**config.mk**
```make
export PLATFORM = sky130hd
export DESIGN_NAME = timer_two_control_logic
export DESIGN_NICKNAME = d
export VERILOG_FILES = /design/src/hw/timer_two_pkg.sv /design/src/hw/timer_two_control_logic.sv
export SDC_FILE = /design/constraint.sdc
export NUM_CORES = 1
export LEC_CHECK = 0
export ABC_AREA = 1
export BUFFER_PORTS_ARGS = -buffer_cell sky130_fd_sc_hd__buf_4
export CORE_MARGIN = 2
export CORE_UTILIZATION = 55
export CTS_CLUSTER_DIAMETER = 80
export DETAILED_ROUTE_END_ITERATION = 12
export HOLD_SLACK_MARGIN = 0.05
export PLACE_DENSITY = 0.8
export SYNTH_ARGS = -nofsm -noshare
export SYNTH_HDL_FRONTEND = slang
export SYNTH_SLANG_ARGS = --single-unit
```
**constraint.sdc**
```tcl
create_clock -name CLOCK -period 4 [get_ports CLOCK]
set_input_delay 0.8 -clock CLOCK [delete_from_list [all_inputs] [get_ports CLOCK]]
set_output_delay 0.8 -clock CLOCK [all_outputs]
set_load 0.005 [all_outputs]
```
**src/hw/timer_two_pkg.sv**
```systemverilog
package timer_two_pkg;

  // ----------------------------------------------------------------
  // Register byte addresses
  // ----------------------------------------------------------------
  localparam logic [7:0] ADDR_CONTROL = 8'h00;
  localparam logic [7:0] ADDR_RELOAD_LOW = 8'h04;
  localparam logic [7:0] ADDR_RELOAD_HIGH = 8'h08;
  localparam logic [7:0] ADDR_COUNT = 8'h0C;
  localparam logic [7:0] ADDR_MODE = 8'h10;
  localparam logic [7:0] ADDR_IRQ_STATUS = 8'h14;
  localparam logic [7:0] ADDR_IRQ_MASK = 8'h18;

  // ----------------------------------------------------------------
  // Control register fields, plus the mode register's up/down enable bit
  // ----------------------------------------------------------------
  localparam int BIT_OVERFLOW_FLAG = 7;
  localparam int BIT_EXTERNAL_EVENT_FLAG = 6;
  localparam int BIT_RX_BAUD_SOURCE = 5;
  localparam int BIT_TX_BAUD_SOURCE = 4;
  localparam int BIT_EXTERNAL_TRIGGER_ENABLE = 3;
  localparam int BIT_RUN_CONTROL = 2;
  localparam int BIT_COUNT_SOURCE = 1;
  localparam int BIT_CAPTURE_RELOAD = 0;
  localparam int BIT_UP_DOWN_ENABLE = 0;

  // Interrupt status and mask fields
  localparam int BIT_IRQ_OVERFLOW = 0;
  localparam int BIT_IRQ_EXTERNAL = 1;

  // ----------------------------------------------------------------
  // Reset values and the all-ones count limit
  // ----------------------------------------------------------------
  localparam logic [7:0] RESET_CONTROL = 8'h00;
  localparam logic [15:0] RESET_RELOAD = 16'h0000;
  localparam logic [15:0] RESET_COUNT = 16'h0000;
  localparam logic [1:0] RESET_IRQ = 2'h0;
  localparam logic [15:0] COUNT_MAX = 16'hFFFF;

  // Serial modes that take a baud clock from a timer
  localparam logic [1:0] SERIAL_MODE_ONE = 2'h1;
  localparam logic [1:0] SERIAL_MODE_THREE = 2'h3;

  // Bus answers
  localparam logic [1:0] RESP_OKAY = 2'h0;
  localparam logic [1:0] RESP_SLVERR = 2'h2;

  // Internal tick prescale in system clocks
  localparam int TICK_DIVIDE_DEFAULT = 12;

endpackage : timer_two_pkg

```
**src/hw/timer_two_control_logic.sv**
```systemverilog
// Implementation choices: the register addresses and the AXI4-Lite interface to the registers.
`timescale 1ns/10ps
module timer_two_control_logic
  import timer_two_pkg::*;
#(
  parameter int TICK_DIVIDE = TICK_DIVIDE_DEFAULT
) (
  input wire logic CLOCK,
  input wire logic RESET_N,
  // AXI4-Lite slave
  input wire logic [7:0] S_AXI_AWADDR,
  input wire logic S_AXI_AWVALID,
  output logic S_AXI_AWREADY,
  input wire logic [31:0] S_AXI_WDATA,
  input wire logic [3:0] S_AXI_WSTRB,
  input wire logic S_AXI_WVALID,
  output logic S_AXI_WREADY,
  output logic [1:0] S_AXI_BRESP,
  output logic S_AXI_BVALID,
  input wire logic S_AXI_BREADY,
  input wire logic [7:0] S_AXI_ARADDR,
  input wire logic S_AXI_ARVALID,
  output logic S_AXI_ARREADY,
  output logic [31:0] S_AXI_RDATA,
  output logic [1:0] S_AXI_RRESP,
  output logic S_AXI_RVALID,
  input wire logic S_AXI_RREADY,
  // Pins and neighbours
  input wire logic TRIGGER_INPUT,
  input wire logic EVENT_INPUT,
  input wire logic TIMER1_OVERFLOW,
  input wire logic [1:0] SERIAL_MODE,
  output logic RX_BAUD_TICK,
  output logic TX_BAUD_TICK,
  output logic TIMER_INT_REQ,
  output logic IRQ
);

  // ----------------------------------------------------------------
  // Helpers
  // ----------------------------------------------------------------
  // Merge one byte lane of a write into a stored byte
  function automatic logic [7:0] lane_merge(input logic [7:0] old_val, input logic [7:0] new_val,
                                            input logic strobe);
    lane_merge = strobe ? new_val : old_val;
  endfunction : lane_merge

  // Falling edge seen between two samples
  function automatic logic fell(input logic prev_val, input logic now_val);
    fell = prev_val & ~now_val;
  endfunction : fell

  // ----------------------------------------------------------------
  // State
  // ----------------------------------------------------------------
  // Each group is computed in one comb block and registered in one clocked block
  // The mode register holds only the up/down enable; counting itself is up only
  logic [7:0] control_reg, control_next;
  logic [15:0] reload_reg, reload_next;
  logic [15:0] count_reg, count_next;
  logic mode_reg, mode_next;
  logic [1:0] irq_status_reg, irq_status_next;
  logic [1:0] irq_mask_reg, irq_mask_next;
  logic [2:0] trig_sync_reg, trig_sync_next;
  logic [2:0] event_sync_reg, event_sync_next;
  logic [7:0] div_reg, div_next;
  logic ovf_pulse_reg, ovf_pulse_next;
  logic aw_full_reg, aw_full_next;
  logic [7:0] aw_addr_reg, aw_addr_next;
  logic w_full_reg, w_full_next;
  logic [31:0] w_data_reg, w_data_next;
  logic [3:0] w_strb_reg, w_strb_next;
  logic bvalid_reg, bvalid_next;
  logic [1:0] bresp_reg, bresp_next;
  logic rvalid_reg, rvalid_next;
  logic [31:0] rdata_reg, rdata_next;
  logic [1:0] rresp_reg, rresp_next;

  // Decoded conditions, all derived from registered state
  logic baud_mode;
  logic trig_edge;
  logic trig_event;
  logic count_pulse;
  logic tick;
  logic do_write;
  logic wr_hit;
  logic overflow;

  // ----------------------------------------------------------------
  // Decoding of control fields
  // ----------------------------------------------------------------
  // Either baud source bit puts the timer into baud-generator duty
  assign baud_mode = control_reg[BIT_RX_BAUD_SOURCE] | control_reg[BIT_TX_BAUD_SOURCE];
  assign trig_edge = fell(trig_sync_reg[2], trig_sync_reg[1]);
  // Baud duty blocks trigger actions, since the reload value then sets the bit rate
  // Trigger qualification
  assign trig_event = trig_edge & control_reg[BIT_EXTERNAL_TRIGGER_ENABLE] & ~baud_mode;
  // Prescaler strobe: one cycle in every TICK_DIVIDE
  assign tick = (div_reg == 8'(TICK_DIVIDE - 1));
  assign count_pulse = control_reg[BIT_RUN_CONTROL] &
                       (control_reg[BIT_COUNT_SOURCE] ? fell(event_sync_reg[2], event_sync_reg[1]) : tick);
  // Overflow is the step out of the all-ones count
  assign overflow = count_pulse & (count_reg == COUNT_MAX);
  // A write runs once both halves are held and the last answer has gone
  assign do_write = aw_full_reg & w_full_reg & ~bvalid_reg;

  // ----------------------------------------------------------------
  // Synchronisers and prescaler
  // ----------------------------------------------------------------
  // Stage 0 feeds only stage 1; edges are judged on stages 1 and 2
  always_comb begin
    trig_sync_next = {trig_sync_reg[1:0], TRIGGER_INPUT};
    event_sync_next = {event_sync_reg[1:0], EVENT_INPUT};
    div_next = tick ? 8'h00 : 8'(div_reg + 8'h01);
  end

  // Chains reset high, so a pin idling high when reset ends gives no false edge; a pin already low gives one edge
  // Limitation: a pin pulse shorter than one clock may pass unseen
  always_ff @(posedge CLOCK) begin
    if (!RESET_N) begin
      trig_sync_reg <= 3'h7;
      event_sync_reg <= 3'h7;
      div_reg <= 8'h00;
    end else begin
      trig_sync_reg <= trig_sync_next;
      event_sync_reg <= event_sync_next;
      div_reg <= div_next;
    end
  end

  // ----------------------------------------------------------------
  // Timer core and registers
  // ----------------------------------------------------------------
  // Hardware sets win over software clears in the same cycle
  always_comb begin
    control_next = control_reg;
    reload_next = reload_reg;
    count_next = count_reg;
    mode_next = mode_reg;
    irq_status_next = irq_status_reg;
    irq_mask_next = irq_mask_reg;
    ovf_pulse_next = 1'b0;
    wr_hit = 1'b1;
    // Software writes first, hardware afterwards overrides
    if (do_write) begin
      case (aw_addr_reg)
        ADDR_CONTROL: begin
          control_next = lane_merge(control_reg, w_data_reg[7:0], w_strb_reg[0]);
        end
        ADDR_RELOAD_LOW: begin
          reload_next[7:0] = lane_merge(reload_reg[7:0], w_data_reg[7:0], w_strb_reg[0]);
        end
        ADDR_RELOAD_HIGH: begin
          reload_next[15:8] = lane_merge(reload_reg[15:8], w_data_reg[7:0], w_strb_reg[0]);
        end
        ADDR_COUNT: begin
          count_next[7:0] = lane_merge(count_reg[7:0], w_data_reg[7:0], w_strb_reg[0]);
          count_next[15:8] = lane_merge(count_reg[15:8], w_data_reg[15:8], w_strb_reg[1]);
        end
        ADDR_MODE: begin
          if (w_strb_reg[0]) begin
            mode_next = w_data_reg[BIT_UP_DOWN_ENABLE];
          end
        end
        ADDR_IRQ_STATUS: begin
          if (w_strb_reg[0]) begin
            irq_status_next = irq_status_reg & ~w_data_reg[1:0];
          end
        end
        ADDR_IRQ_MASK: begin
          if (w_strb_reg[0]) begin
            irq_mask_next = w_data_reg[1:0];
          end
        end
        // Unmapped offsets change nothing and answer with an error
        default: begin
          wr_hit = 1'b0;
        end
      endcase
    end
    // A counter step beats a software count write landing in the same cycle
    // Counting
    if (count_pulse) begin
      count_next = 16'(count_reg + 16'h0001);
    end
    // Overflow: raise the event, then choose reload or wrap
    if (overflow) begin
      ovf_pulse_next = 1'b1;
      irq_status_next[BIT_IRQ_OVERFLOW] = 1'b1;
      if (baud_mode || !control_reg[BIT_CAPTURE_RELOAD]) begin
        count_next = reload_reg;
      end
      if (!baud_mode) begin
        control_next[BIT_OVERFLOW_FLAG] = 1'b1;
      end
    end
    // Trigger edge: capture or reload, beats a same-cycle bus write
    if (trig_event) begin
      if (control_reg[BIT_CAPTURE_RELOAD]) begin
        // Capture copies the count as it stood before this cycle's step
        // Capture into reload pair
        reload_next = count_reg;
      end else begin
        count_next = reload_reg;
      end
      control_next[BIT_EXTERNAL_EVENT_FLAG] = 1'b1;
      irq_status_next[BIT_IRQ_EXTERNAL] = 1'b1;
    end
  end

  // Timer state and registers, cleared by the synchronous reset
  always_ff @(posedge CLOCK) begin
    if (!RESET_N) begin
      control_reg <= RESET_CONTROL;
      reload_reg <= RESET_RELOAD;
      count_reg <= RESET_COUNT;
      mode_reg <= 1'b0;
      irq_status_reg <= RESET_IRQ;
      irq_mask_reg <= RESET_IRQ;
      ovf_pulse_reg <= 1'b0;
    end else begin
      control_reg <= control_next;
      reload_reg <= reload_next;
      count_reg <= count_next;
      mode_reg <= mode_next;
      irq_status_reg <= irq_status_next;
      irq_mask_reg <= irq_mask_next;
      ovf_pulse_reg <= ovf_pulse_next;
    end
  end

  // ----------------------------------------------------------------
  // Serial baud clock steering
  // ----------------------------------------------------------------
  // Ticks only matter in the variable-rate serial modes
  logic timer_baud_mode;
  assign timer_baud_mode = (SERIAL_MODE == SERIAL_MODE_ONE) || (SERIAL_MODE == SERIAL_MODE_THREE);

  // Timer ticks leave one cycle after the overflow, from a flip-flop
  // Receive source
  assign RX_BAUD_TICK = timer_baud_mode &
                        (control_reg[BIT_RX_BAUD_SOURCE] ? ovf_pulse_reg : TIMER1_OVERFLOW);
  assign TX_BAUD_TICK = timer_baud_mode &
                        (control_reg[BIT_TX_BAUD_SOURCE] ? ovf_pulse_reg : TIMER1_OVERFLOW);

  // ----------------------------------------------------------------
  // Interrupts
  // ----------------------------------------------------------------
  // Request from the overflow flag and the external event flag gated by mode_reg
  assign TIMER_INT_REQ = control_reg[BIT_OVERFLOW_FLAG] |
                         (control_reg[BIT_EXTERNAL_EVENT_FLAG] & ~mode_reg);
  // Bus-side request: status events that software left unmasked
  assign IRQ = |(irq_status_reg & irq_mask_reg);

  // ----------------------------------------------------------------
  // AXI4-Lite slave
  // ----------------------------------------------------------------
  // Address and data are held separately so they may come in any order
  always_comb begin
    aw_full_next = aw_full_reg;
    aw_addr_next = aw_addr_reg;
    w_full_next = w_full_reg;
    w_data_next = w_data_reg;
    w_strb_next = w_strb_reg;
    bvalid_next = bvalid_reg;
    bresp_next = bresp_reg;
    rvalid_next = rvalid_reg;
    rdata_next = rdata_reg;
    rresp_next = rresp_reg;
    if (S_AXI_AWVALID && S_AXI_AWREADY) begin
      aw_full_next = 1'b1;
      aw_addr_next = S_AXI_AWADDR;
    end
    if (S_AXI_WVALID && S_AXI_WREADY) begin
      w_full_next = 1'b1;
      w_data_next = S_AXI_WDATA;
      w_strb_next = S_AXI_WSTRB;
    end
    if (do_write) begin
      aw_full_next = 1'b0;
      w_full_next = 1'b0;
      bvalid_next = 1'b1;
      bresp_next = wr_hit ? RESP_OKAY : RESP_SLVERR;
    end else if (bvalid_reg && S_AXI_BREADY) begin
      bvalid_next = 1'b0;
    end
    // Read data are sampled when the address is taken; later updates are not seen
    if (S_AXI_ARVALID && S_AXI_ARREADY) begin
      rvalid_next = 1'b1;
      rresp_next = RESP_OKAY;
      case (S_AXI_ARADDR)
        ADDR_CONTROL: rdata_next = {24'h000000, control_reg};
        ADDR_RELOAD_LOW: rdata_next = {24'h000000, reload_reg[7:0]};
        ADDR_RELOAD_HIGH: rdata_next = {24'h000000, reload_reg[15:8]};
        ADDR_COUNT: rdata_next = {16'h0000, count_reg};
        ADDR_MODE: rdata_next = {31'h00000000, mode_reg};
        ADDR_IRQ_STATUS: rdata_next = {30'h00000000, irq_status_reg};
        ADDR_IRQ_MASK: rdata_next = {30'h00000000, irq_mask_reg};
        default: begin
          rdata_next = 32'h00000000;
          rresp_next = RESP_SLVERR;
        end
      endcase
    end else if (rvalid_reg && S_AXI_RREADY) begin
      rvalid_next = 1'b0;
    end
  end

  // Bus holding slots and answers
  always_ff @(posedge CLOCK) begin
    if (!RESET_N) begin
      aw_full_reg <= 1'b0;
      aw_addr_reg <= 8'h00;
      w_full_reg <= 1'b0;
      w_data_reg <= 32'h00000000;
      w_strb_reg <= 4'h0;
      bvalid_reg <= 1'b0;
      bresp_reg <= RESP_OKAY;
      rvalid_reg <= 1'b0;
      rdata_reg <= 32'h00000000;
      rresp_reg <= RESP_OKAY;
    end else begin
      aw_full_reg <= aw_full_next;
      aw_addr_reg <= aw_addr_next;
      w_full_reg <= w_full_next;
      w_data_reg <= w_data_next;
      w_strb_reg <= w_strb_next;
      bvalid_reg <= bvalid_next;
      bresp_reg <= bresp_next;
      rvalid_reg <= rvalid_next;
      rdata_reg <= rdata_next;
      rresp_reg <= rresp_next;
    end
  end

  // Ready while the holding slot is empty and no response waits
  assign S_AXI_AWREADY = ~aw_full_reg & ~bvalid_reg;
  assign S_AXI_WREADY = ~w_full_reg & ~bvalid_reg;
  assign S_AXI_BVALID = bvalid_reg;
  assign S_AXI_BRESP = bresp_reg;
  assign S_AXI_ARREADY = ~rvalid_reg;
  assign S_AXI_RVALID = rvalid_reg;
  assign S_AXI_RDATA = rdata_reg;
  assign S_AXI_RRESP = rresp_reg;

endmodule : timer_two_control_logic

```
==> results.json, run 1 <==
{
  "clk_pin_slew_ps": 100,
  "flow.area_growth_from_synthesis_pct": 12.4,
  "finalSetupViolations": 0,
  "layout.cells.non_filler": 1020,
  "cts_made_buffers": 9,
  "cp_num_cells": 9,
  "timing.slew.headroom": 0.460,
  "effective_utilization_at_floorplan": 0.569,
  "total_power_mw": 2.00,
  "min-delay-path-class": "register to register",
  "tritoncts": "yes",
  "num_antenna_cells": 0,
  "report.final.hold_viol_count": 0,
  "pin_count": 109,
  "setup_tns_ps": 0,
  "crit_path_max_fanout": 23,
  "gp_congestion": 0.889,
  "clock_tree.root_cell": "sky130_fd_sc_hd__clkbuf_8",
  "synth.ff_latch_count": 108,
  "peak_supply_drop_mv": 0.167,
  "layout-drive-gt1-share": 0.143,
  "die_y_um": 105,
  "clock_path_buffers": 2,
  "worstSetupEndpoint": "count_reg[10]$_SDFF_PN0_",
  "synth_xor_xnor_area_share": 0.0125,
  "cp_cell_sequence": "ha_1 > nand3_1 > o21ai_2 > nand2_2 > inv_1 > nand2_1 > o21ai_0 > nor2_1 > nor2_1",
  "yosys.area.top_type_share": 0.387,
  "drt.antenna.violating_nets": 0,
  "slew_violations": 0,
  "first_pass_grt_wire_length_um": 23500,
  "route.layer.met1.wl_um": 6550,
  "period_needed_ps": 2220,
  "number_of_instances_in_the_synthesized_netlist": 828,
  "dominantRegCellSynth": "sky130_fd_sc_hd__dfxtp_1",
  "synth.cells.most_frequent": "sky130_fd_sc_hd__nand2_1, sky130_fd_sc_hd__nor2_1, sky130_fd_sc_hd__dfxtp_1",
  "post_synth_mux_area_share": 0,
  "floorplan.core_area_um2": 9820,
  "synth_edf_count": 0,
  "worst_r2r_path_depth": 9,
  "synth-adder-area-share": 0.00448,
  "design.die.area_um2": 11000,
  "power.leakage_nw": 2.71,
  "totalWireLength_um": 14200,
  "count_of_placed_standard_cells_including_taps": 1005,
  "max_slew.worst_pin.slew_ps": 807,
  "post_cts_resized": 0,
  "outcome": "finished, final reports clean",
  "post_syn_area_um2": 5580,
  "synth-warning-count": 0,
  "fin_util": 0.639,
  "placement.setup.worst_slack_ps": 1550,
  "final_net_count": 949,
  "post_synth_num_cell_types": 41,
  "synth_top_family_by_area": "simple AND/OR/NAND/NOR gates",
  "startpoint_of_the_worst_setup_timing_path": "div_reg[0]$_SDFF_PP0_",
  "worst_r2r_endpoint": "count_reg[10]$_SDFF_PN0_",
  "detailedRoute.firstIterationViolations": 394,
  "fin_area_um2": 6270,
  "post_cts_buffers": 0,
  "highest-signal-layer": "met4",
  "wl_per_cell_um": 14.0,
  "period_share": 0.554,
  "insertion_delay_of_the_later_clocked_pin_in_the_worst_skew_pair_ps": 380,
  "post_synth.cell_area_avg_um2": 6.74,
  "timing.critical_path.max_delay_family": "simple AND/OR/NAND/NOR gates",
  "port-buffer-count": 71,
  "routed-wl-met2_um": 6210,
  "critical-path-top-cell-by-count": "sky130_fd_sc_hd__nor2_1",
  "worstSetupEndpointType": "register",
  "gr-usage-all-layers": 0.265,
  "dpl_cell_area_um2": 6090,
  "vias_in_the_first_global_route": 4797,
  "cp_num_buf_inv": 1,
  "timing.critical_path.slowest_stage_cell": "sky130_fd_sc_hd__inv_1",
  "ys_seq_area_frac": 0.387,
  "num_rows": 36,
  "worstHoldPathCells": 1,
  "post_synthesis_compound_gate_area_fraction": 0.158,
  "htree_levels": 3,
  "met3_wirelength_um": 1130,
  "maxCapViolations": 0,
  "synthMostInstantiatedCell": "sky130_fd_sc_hd__nand2_1",
  "floorplan.die.width_um": 105,
  "crit-reg2reg-launch": "div_reg[0]$_SDFF_PP0_",
  "setup_repair_after_global_routing_missed_its_margin": "false",
  "timing.setup.critical_path_class": "register to register",
  "number_of_sinks_handled_by_clock_tree_synthesis": 108,
  "synth_largest_area_cell": "sky130_fd_sc_hd__dfxtp_1",
  "max_freq_mhz": 451,
  "max_stage_delay_ps": 430,
  "crit_required_ps": 4330,
  "synth_area_leaders": "sky130_fd_sc_hd__dfxtp_1, sky130_fd_sc_hd__nand2_1, sky130_fd_sc_hd__nor2_1",
  "final.fill_count": 937,
  "vias_per_cell": 5.28,
  "cts_hold_buffers": 0,
  "detailroute.via_count": 5381,
  "drt_pass1_iterations": 5,
  "synth_simple_gate_area_frac": 0.326,
  "startpoint_type": "register",
  "post-dp-hpwl_um": 10700,
  "grt_start_max_net_pins": 75,
  "cell_area_power_density_nw_per_um2": 319,
  "holdWs_ps": 427,
  "grt-ovfl-total": 0,
  "postSynth.asyncResetShare": 0,
  "reg2reg_slack_ps": 1780,
  "wp_data_arrival_ps": 2540,
  "grt_antenna_before_repair": 0,
  "final.setup_skew_ps": 9.29,
  "drc": 0,
  "finalWorstSetupSlack_ps": 1780
}
-- layer usage --
layer,vias to the layer above,track usage
li1,2749,-
met1,2380,0.375
met2,226,0.409
met3,26,0.0405
met4,0,0.0933
met5,-,0
-- power by group --
part	switching (mW)	total, mW	internal (mW)
registers	0.0281	1.14	1.12
logic	0.126	0.211	0.0847
clock network	0.396	0.646	0.250
total	0.550	2.00	1.45
-- cell families (layout without fill, tap and decap cells) --
logic type               Yosys count  after routing
AO/OA/AOI/OAI                    157            157
XOR/XNOR                           8              8
adder cells (fa/ha/maj)            2              2
buffers and inverters            139            181
flip-flops                       108            108
other                              1             18
AND/OR/NAND/NOR                  413            413
-- worst min path at each step --
stage                                 start                            to  slack, ps
6_report       event_sync_reg[0]$_SDFF_PN1_  event_sync_reg[1]$_SDFF_PN1_        430
5_1_grt         trig_sync_reg[0]$_SDFF_PN1_   trig_sync_reg[1]$_SDFF_PN1_        430
4_1_cts         trig_sync_reg[0]$_SDFF_PN1_   trig_sync_reg[1]$_SDFF_PN1_        430
3_5_place_dp    trig_sync_reg[0]$_SDFF_PN1_   trig_sync_reg[1]$_SDFF_PN1_        400
3_3_place_gp   event_sync_reg[0]$_SDFF_PN1_  event_sync_reg[1]$_SDFF_PN1_        400
2_1_floorplan  event_sync_reg[1]$_SDFF_PN1_  event_sync_reg[2]$_SDFF_PN1_        390
-- cell usage in the layout, fill, tap and decap left out, types with 5 or more instances in the layout --
master / synthesis / layout
sky130_fd_sc_hd__nand2_1: 172 / 172
sky130_fd_sc_hd__nand3_1: 62 / 62
sky130_fd_sc_hd__a221oi_1: 16 / 16
sky130_fd_sc_hd__nor2_1: 126 / 126
sky130_fd_sc_hd__o21ai_0: 72 / 72
sky130_fd_sc_hd__conb_1: 1 / 18
sky130_fd_sc_hd__nand4_1: 8 / 8
sky130_fd_sc_hd__buf_4: 21 / 74
sky130_fd_sc_hd__a21oi_1: 49 / 49
sky130_fd_sc_hd__o22ai_1: 5 / 5
sky130_fd_sc_hd__xor2_1: 7 / 7
sky130_fd_sc_hd__dfxtp_1: 108 / 108
sky130_fd_sc_hd__inv_1: 89 / 89
sky130_fd_sc_hd__clkbuf_8: 0 / 10
sky130_fd_sc_hd__nand2_2: 10 / 10
sky130_fd_sc_hd__nor2_2: 11 / 11
-- layout make-up --
cell class | count | area, um^2 | area share
multi-input cells | 598 | 2860 | 0.456
clock buffers | 10 | 138 | 0.0219
repair buffers | 74 | 556 | 0.0885
flip-flops and latches | 108 | 2160 | 0.345
well taps | 133 | 166 | 0.0265
clock inverters | 5 | 46.3 | 0.00738
inverters | 92 | 345 | 0.0550
No activity file was read; power rests on OpenSTA's default activity.
==> inputs of run 2 (changes only) <==
--- a/config.mk
+++ b/config.mk
@@ -5,14 +5,14 @@
 export SDC_FILE = /design/constraint.sdc
 export NUM_CORES = 1
 export LEC_CHECK = 0
-export ABC_AREA = 1
+export ABC_AREA = 0
 export BUFFER_PORTS_ARGS = -buffer_cell sky130_fd_sc_hd__buf_4
 export CORE_MARGIN = 2
-export CORE_UTILIZATION = 55
+export CORE_UTILIZATION = 49
 export CTS_CLUSTER_DIAMETER = 80
 export DETAILED_ROUTE_END_ITERATION = 12
 export HOLD_SLACK_MARGIN = 0.05
-export PLACE_DENSITY = 0.8
+export PLACE_DENSITY = 0.76
 export SYNTH_ARGS = -nofsm -noshare
 export SYNTH_HDL_FRONTEND = slang
 export SYNTH_SLANG_ARGS = --single-unit
==> constraint.sdc (replaced) <==
create_clock -name CLOCK -period 2 [get_ports CLOCK]
set_input_delay 0.4 -clock CLOCK [delete_from_list [all_inputs] [get_ports CLOCK]]
set_output_delay 0.4 -clock CLOCK [all_outputs]
set_load 0.005 [all_outputs]
==> run 2 against run 1 <==
The flow now finishes with violations (negative setup slack); first-iteration DRC count is 15% lower; worst setup slack worse by 1800 ps; routed wire length is 2.9% lower; final area is 1.4% higher; cell count is 19% lower; hold slack worse by 220 ps; clock skew is 5.4 ps higher; non-clock buffer count is 42 higher; clock-buffer cell count is 1 higher; largest power group unchanged.
==> results.json, run 2 <==
{
  "dominantRegCellSynth": "sky130_fd_sc_hd__dfxtp_1",
  "cell_area_power_density_nw_per_um2": 639,
  "totalWireLength_um": 13800,
  "num_rows": 37,
  "timing.setup.critical_path_class": "register to register",
  "post_synthesis_compound_gate_area_fraction": 0.188,
  "number_of_instances_in_the_synthesized_netlist": 593,
  "flow.area_growth_from_synthesis_pct": 23.9,
  "final_net_count": 753,
  "post_syn_area_um2": 5130,
  "violations": "negative setup slack",
  "synth-adder-area-share": 0.00487,
  "fin_area_um2": 6360,
  "maxCapViolations": 0,
  "timing.hold.worst.start": "EVENT_INPUT",
  "fin_util": 0.622,
  "drt.antenna.violating_nets": 0,
  "finalWorstSetupSlack_ps": -53.5,
  "cts_hold_buffers": 0,
  "effective_utilization_at_floorplan": 0.502,
  "port-buffer-count": 71,
  "num_antenna_cells": 0,
  "drt_pass1_iterations": 5,
  "first_pass_grt_wire_length_um": 22600,
  "insertion_delay_of_the_later_clocked_pin_in_the_worst_skew_pair_ps": 380,
  "power_report.internal_total_mw": 3.03,
  "cts_made_buffers": 9,
  "finalSetupViolations": 3,
  "synth_area_leaders": "sky130_fd_sc_hd__dfxtp_1, sky130_fd_sc_hd__nand2_1, sky130_fd_sc_hd__a21oi_1",
  "synth_simple_gate_area_frac": 0.224,
  "layout-drive-gt1-share": 0.267,
  "min-delay-path-class": "input port to register",
  "gr-usage-all-layers": 0.250,
  "timing.critical_path.max_delay_family": "simple AND/OR/NAND/NOR gates",
  "post_synth.cell_area_avg_um2": 8.66,
  "count_of_placed_standard_cells_including_taps": 807,
  "vias_per_cell": 5.74,
  "design.die.area_um2": 11300,
  "grt_antenna_before_repair": 0,
  "synth_largest_area_cell": "sky130_fd_sc_hd__dfxtp_1",
  "synth.ff_latch_count": 108,
  "max_freq_mhz": 487,
  "setup_repair_after_global_routing_missed_its_margin": "true",
  "most-common-layout-cells": "sky130_fd_sc_hd__buf_4, sky130_fd_sc_hd__dfxtp_1, sky130_fd_sc_hd__nand2_1",
  "clock_tree.root_cell": "sky130_fd_sc_hd__clkbuf_8",
  "synth-warning-count": 0,
  "synth_xor_xnor_area_share": 0.0102,
  "power_frac_clock": 0.356,
  "clock_path_buffers": 2,
  "period_needed_ps": 2050,
  "report.final.hold_viol_count": 0,
  "floorplan.core_area_um2": 10200,
  "power.share.sequential": 0.558,
  "layout.cells.non_filler": 828,
  "post_synth_mux_area_share": 0.0858,
  "ys_seq_area_frac": 0.421,
  "number_of_sinks_handled_by_clock_tree_synthesis": 108,
  "detailroute.via_count": 4753,
  "clk_pin_slew_ps": 110,
  "p_sw_frac": 0.255,
  "htree_levels": 3,
  "hold_path_end": "event_sync_reg[0]$_SDFF_PN1_",
  "wl_per_cell_um": 16.7,
  "setup_tns_ps": -85.2,
  "max_stage_delay_ps": 550,
  "tritoncts": "yes",
  "cp_num_buf_inv": 1,
  "worst_r2r_path_depth": 7,
  "drc": 0,
  "startpoint_type": "register",
  "wp_data_arrival_ps": 2310,
  "worstSetupEndpointType": "register",
  "period_share": 1.03,
  "floorplan.die.width_um": 106,
  "slew_violations": 0,
  "pwr-share-comb": 0.086,
  "reg2reg_slack_ps": -50,
  "synth.cells.most_frequent": "sky130_fd_sc_hd__dfxtp_1, sky130_fd_sc_hd__nand2_1, sky130_fd_sc_hd__a21oi_1",
  "synth_top_family_by_area": "simple AND/OR/NAND/NOR gates",
  "vias_in_the_first_global_route": 4682,
  "yosys.area.top_type_share": 0.421,
  "post_synth_num_cell_types": 65,
  "crit_path_max_fanout": 7,
  "cp_cell_sequence": "or4_4 > o21ai_4 > nand2_4 > buf_6 > or3_4 > o221ai_2 > a21oi_1",
  "p_sw_mw": 1.03,
  "worstHoldPathCells": 2,
  "detailedRoute.firstIterationViolations": 336,
  "total_power_mw": 4.06,
  "dpl_cell_area_um2": 5920,
  "gp_congestion": 0.914,
  "synth_edf_count": 0,
  "die_y_um": 106,
  "post-dp-hpwl_um": 9910,
  "postSynth.asyncResetShare": 0,
  "worst_r2r_endpoint": "count_reg[15]$_SDFF_PN0_",
  "pin_count": 109,
  "timing.slew.headroom": 0.592,
  "crit-reg2reg-launch": "control_reg[1]$_SDFFE_PN0P_",
  "grt-ovfl-total": 0,
  "timing.critical_path.slowest_stage_cell": "sky130_fd_sc_hd__or4_4",
  "layout.cells.most_common": "sky130_fd_sc_hd__buf_4",
  "outcome": "complete, but fails checks",
  "grt_start_max_net_pins": 38,
  "max_slew.worst_pin.slew_ps": 610,
  "peak_supply_drop_mv": 0.388,
  "crit_required_ps": 2260,
  "final.setup_skew_ps": 14.6,
  "synthMostInstantiatedCell": "sky130_fd_sc_hd__dfxtp_1",
  "power.leakage_nw": 2.67
}
[run 2: cell types whose count changed after synthesis, moves of 9 or more]
cell,change
sky130_fd_sc_hd__nand2_1,-88
sky130_fd_sc_hd__inv_1,-77
sky130_fd_sc_hd__nor2_1,-74
sky130_fd_sc_hd__o21ai_0,-58
sky130_fd_sc_hd__nand3_1,-34
sky130_fd_sc_hd__mux2i_1,+26
sky130_fd_sc_hd__a211oi_1,+16
sky130_fd_sc_hd__a221oi_1,-14
sky130_fd_sc_hd__a21oi_1,+11
sky130_fd_sc_hd__nand2b_1,+11
sky130_fd_sc_hd__nor2_2,-10
sky130_fd_sc_hd__nand2_2,-9
[run 2: power groups by stage]
stage                     combinational (mW)  sequential, mW  clock [mW]
after global placement                 0.334            2.31           0
final                                  0.350            2.27        1.45
after detailed placement               0.343            2.32           0
after CTS                              0.345            2.27        1.46
after global routing                   0.390            2.28        1.55
after floorplan                        0.230            2.29           0
[run 2: worst max path at each step]
stage                     slack [ps]  cells past startpoint                   startpoint                        to
after CTS                        -50                      7        div_reg[4]$_SDFF_PP0_  count_reg[15]$_SDFF_PN0_
after floorplan                   60                      7        div_reg[5]$_SDFF_PP0_  count_reg[14]$_SDFF_PN0_
after global placement           -30                      6  control_reg[1]$_SDFFE_PN0P_   count_reg[0]$_SDFF_PN0_
final                            -50                      7  control_reg[1]$_SDFFE_PN0P_  count_reg[15]$_SDFF_PN0_
after detailed placement         -70                      7        div_reg[0]$_SDFF_PP0_   count_reg[4]$_SDFF_PN0_
after global routing            -120                      7  control_reg[1]$_SDFFE_PN0P_  count_reg[15]$_SDFF_PN0_
[run 2: cells by family (layout without fill, tap and decap cells)]
logic type / count (synthesis) / in the layout
muxes: 35 / 35
DFF: 108 / 108
xor gates and xnor gates: 6 / 6
adders and majority gates: 2 / 2
AOI/OAI and AO/OA: 146 / 147
buffers and inverters: 63 / 144
and+or+nand+nor: 232 / 232
other: 1 / 18
[run 2: final cells by class]
class	count	area, um^2
clock buffer	11	151
clock inverter	5	66.3
timing repair buffer	116	890
tap	136	170
multi-input combinational	440	2870
fill	858	3870
inverter	12	45.0
sequential	108	2170
[run 2: per-stage QoR]
stage	hold slack (ps)	worst slack, ps
6_report	203	-53.5
5_1_grt	196	-117
4_1_cts	194	-47.0
3_5_place_dp	406	-73.9
3_3_place_gp	391	-34.9
2_1_floorplan	386	56.5
[run 2: timing repair]
item,4_1_cts,5_1_grt
gates resized for setup,15,28
pin swaps,12,17
setup endpoints to repair,15,35
setup buffers,2,2
gates cloned,1,0
[run 2: per-layer routing]
| metal | track usage | up-vias | share of wire |
|---|---|---|---|
| li1 | - | 2290 | - |
| met1 | 0.316 | 2216 | 0.42 |
| met2 | 0.422 | 214 | 0.48 |
| met3 | 0.0441 | 33 | 0.080 |
| met4 | 0.101 | 0 | 0.022 |
| met5 | 0 | - | 0 |
==> inputs of run 3 (changes only) <==
--- a/config.mk
+++ b/config.mk
@@ -7,12 +7,14 @@
 export LEC_CHECK = 0
 export ABC_AREA = 0
 export BUFFER_PORTS_ARGS = -buffer_cell sky130_fd_sc_hd__buf_4
+export CELL_PAD_IN_SITES_DETAIL_PLACEMENT = 0
+export CELL_PAD_IN_SITES_GLOBAL_PLACEMENT = 1
 export CORE_MARGIN = 2
-export CORE_UTILIZATION = 49
+export CORE_UTILIZATION = 37
 export CTS_CLUSTER_DIAMETER = 80
 export DETAILED_ROUTE_END_ITERATION = 12
 export HOLD_SLACK_MARGIN = 0.05
-export PLACE_DENSITY = 0.76
+export PLACE_DENSITY_LB_ADDON = 0.1
 export SYNTH_ARGS = -nofsm -noshare
 export SYNTH_HDL_FRONTEND = slang
 export SYNTH_SLANG_ARGS = --single-unit
==> run 3 against run 2 <==
The flow still finishes with violations (negative setup slack); non-clock buffer count rose by 12; first-iteration DRC count fell by 7.1%; clock skew fell by 6.2 ps; final area rose by 3.8%; routed wire length rose by 7.8%; flip-flop and latch count did not move; critical path depth fell by 1; die area rose by 31%; largest power group unchanged; clock-buffer cell count rose by 3; via count fell by 1.5%.
==> results.json, run 3 (synthesized netlist as in run 2, its figures left out) <==
{
  "timing.slew.headroom": 0.560,
  "cp_cell_sequence": "or4_4 > o21ai_4 > nand2_4 > o31a_4 > o2111ai_1 > a21oi_2",
  "first_pass_grt_wire_length_um": 23700,
  "power_frac_clock": 0.399,
  "drt_pass1_iterations": 6,
  "clock_tree.root_cell": "sky130_fd_sc_hd__clkbuf_16",
  "setup_repair_after_global_routing_missed_its_margin": "true",
  "die_y_um": 122,
  "period_share": 1.02,
  "p_sw_mw": 1.04,
  "slew_violations": 0,
  "drt.antenna.violating_nets": 0,
  "layout.cells.most_common": "sky130_fd_sc_hd__buf_4",
  "min-delay-path-class": "input port to register",
  "max_slew.worst_pin.slew_ps": 658,
  "multi_input_area_um2": 2890,
  "tritoncts": "yes",
  "finalSetupViolations": 11,
  "number_of_sinks_handled_by_clock_tree_synthesis": 108,
  "pwr-share-comb": 0.084,
  "report.final.hold_viol_count": 0,
  "detailedRoute.firstIterationViolations": 312,
  "startpoint_type": "register",
  "power_report.internal_total_mw": 3.34,
  "seq_area_um2": 2160,
  "post-dp-hpwl_um": 11100,
  "worstSetupEndpointType": "register",
  "gp_congestion": 0.917,
  "crit_required_ps": 2240,
  "period_needed_ps": 2030,
  "clock_path_buffers": 2,
  "finalWorstSetupSlack_ps": -34.7,
  "peak_supply_drop_mv": 0.406,
  "max_stage_delay_ps": 550,
  "power.share.sequential": 0.517,
  "num_rows": 43,
  "pin_count": 109,
  "total_power_mw": 4.38,
  "fin_area_um2": 6610,
  "drc": 0,
  "design.die.area_um2": 14800,
  "final.fill_count": 1324,
  "cts_hold_buffers": 0,
  "grt-ovfl-total": 0,
  "most-common-layout-cells": "sky130_fd_sc_hd__buf_4, sky130_fd_sc_hd__dfxtp_1, sky130_fd_sc_hd__nand2_1",
  "p_sw_frac": 0.237,
  "detailroute.via_count": 4682,
  "final.setup_skew_ps": 8.43,
  "cts_made_buffers": 9,
  "gr-usage-all-layers": 0.208,
  "crit_path_max_fanout": 8,
  "routed-wl-met2_um": 6860,
  "wl_per_cell_um": 16.9,
  "outcome": "complete, but fails checks",
  "vias_per_cell": 5.30,
  "totalWireLength_um": 14900,
  "flow.area_growth_from_synthesis_pct": 28.6,
  "route.layer.met1.wl_um": 7090,
  "timing.critical_path.slowest_stage_cell": "sky130_fd_sc_hd__or4_4",
  "insertion_delay_of_the_later_clocked_pin_in_the_worst_skew_pair_ps": 360,
  "wp_data_arrival_ps": 2280,
  "power.leakage_nw": 2.78,
  "met3_wirelength_um": 702,
  "vias_in_the_first_global_route": 4474,
  "htree_levels": 3,
  "grt_start_max_net_pins": 44,
  "maxCapViolations": 0,
  "holdWs_ps": 224,
  "violations": "negative setup slack",
  "max_freq_mhz": 491,
  "cell_area_power_density_nw_per_um2": 663,
  "dpl_cell_area_um2": 6080,
  "floorplan.die.width_um": 122,
  "floorplan.core_area_um2": 13700,
  "effective_utilization_at_floorplan": 0.374,
  "highest-signal-layer": "met4",
  "layout-drive-gt1-share": 0.279,
  "clk_pin_slew_ps": 60,
  "timing.setup.critical_path_class": "register to register",
  "port-buffer-count": 71,
  "num_antenna_cells": 0,
  "grt_antenna_before_repair": 0,
  "final_net_count": 765
}
-- run 3: metrics by stage --
stage / TNS (ps) / setup WS, ps / utilization / instances
2_1_floorplan: 0 / 56.5 / - / 610
3_3_place_gp: -377 / -59.2 / 0.444 / 864
3_5_place_dp: -824 / -115 / 0.444 / 864
4_1_cts: -166 / -46.3 / 0.471 / 882
5_1_grt: -1050 / -82.3 / 0.481 / 883
6_report: -147 / -34.7 / 0.481 / 883
-- run 3: power groups by stage --
stage                     Combinational, mW  Clock (mW)  Sequential, mW
final                                 0.368        1.75            2.27
after global routing                  0.414        1.86            2.27
after CTS                             0.364        1.79            2.26
after detailed placement              0.361           0            2.31
after global placement                0.354           0            2.31
after floorplan                       0.230           0            2.29
-- run 3: metal layers --
layer,up-vias,GRT usage
met1,2206,0.280
met3,17,0.0267
met5,-,0
met2,135,0.340
li1,2324,-
met4,0,0.0776
-- run 3: final timing paths --
kind	startpoint	slack, ps	end	cells after the start
worst max-delay path	div_reg[6]$_SDFF_PP0_	-30	count_reg[13]$_SDFF_PN0_	6
worst min-delay path	EVENT_INPUT	220	event_sync_reg[0]$_SDFF_PN1_	2
worst max register to register	div_reg[6]$_SDFF_PP0_	-30	count_reg[13]$_SDFF_PN0_	6
worst min register to register	event_sync_reg[0]$_SDFF_PN1_	400	event_sync_reg[1]$_SDFF_PN1_	1
-- run 3: repair_timing --
action / in CTS / in global routing
pin swaps: 6 / 19
setup buffers: 3 / 0
endpoints found under the setup margin: 17 / 35
resized for setup: 16 / 29
cloned: 0 / 1
-- run 3: final cells by class --
cell class | count | area share
clock buffer | 14 | 0.0430
timing repair buffer | 128 | 0.150
multi-input combinational | 440 | 0.438
sequential | 108 | 0.328
inverter | 12 | 0.00682
clock inverter | 1 | 0.000758
tap | 180 | 0.0341
-- run 3: worst max-delay path, delay by kind of cell, from the launching register on --
kind / cells / cell delay (ps)
AOI/OAI and AO/OA: 4 / 920
and+or+nand+nor: 2 / 690
DFF: 1 / 320
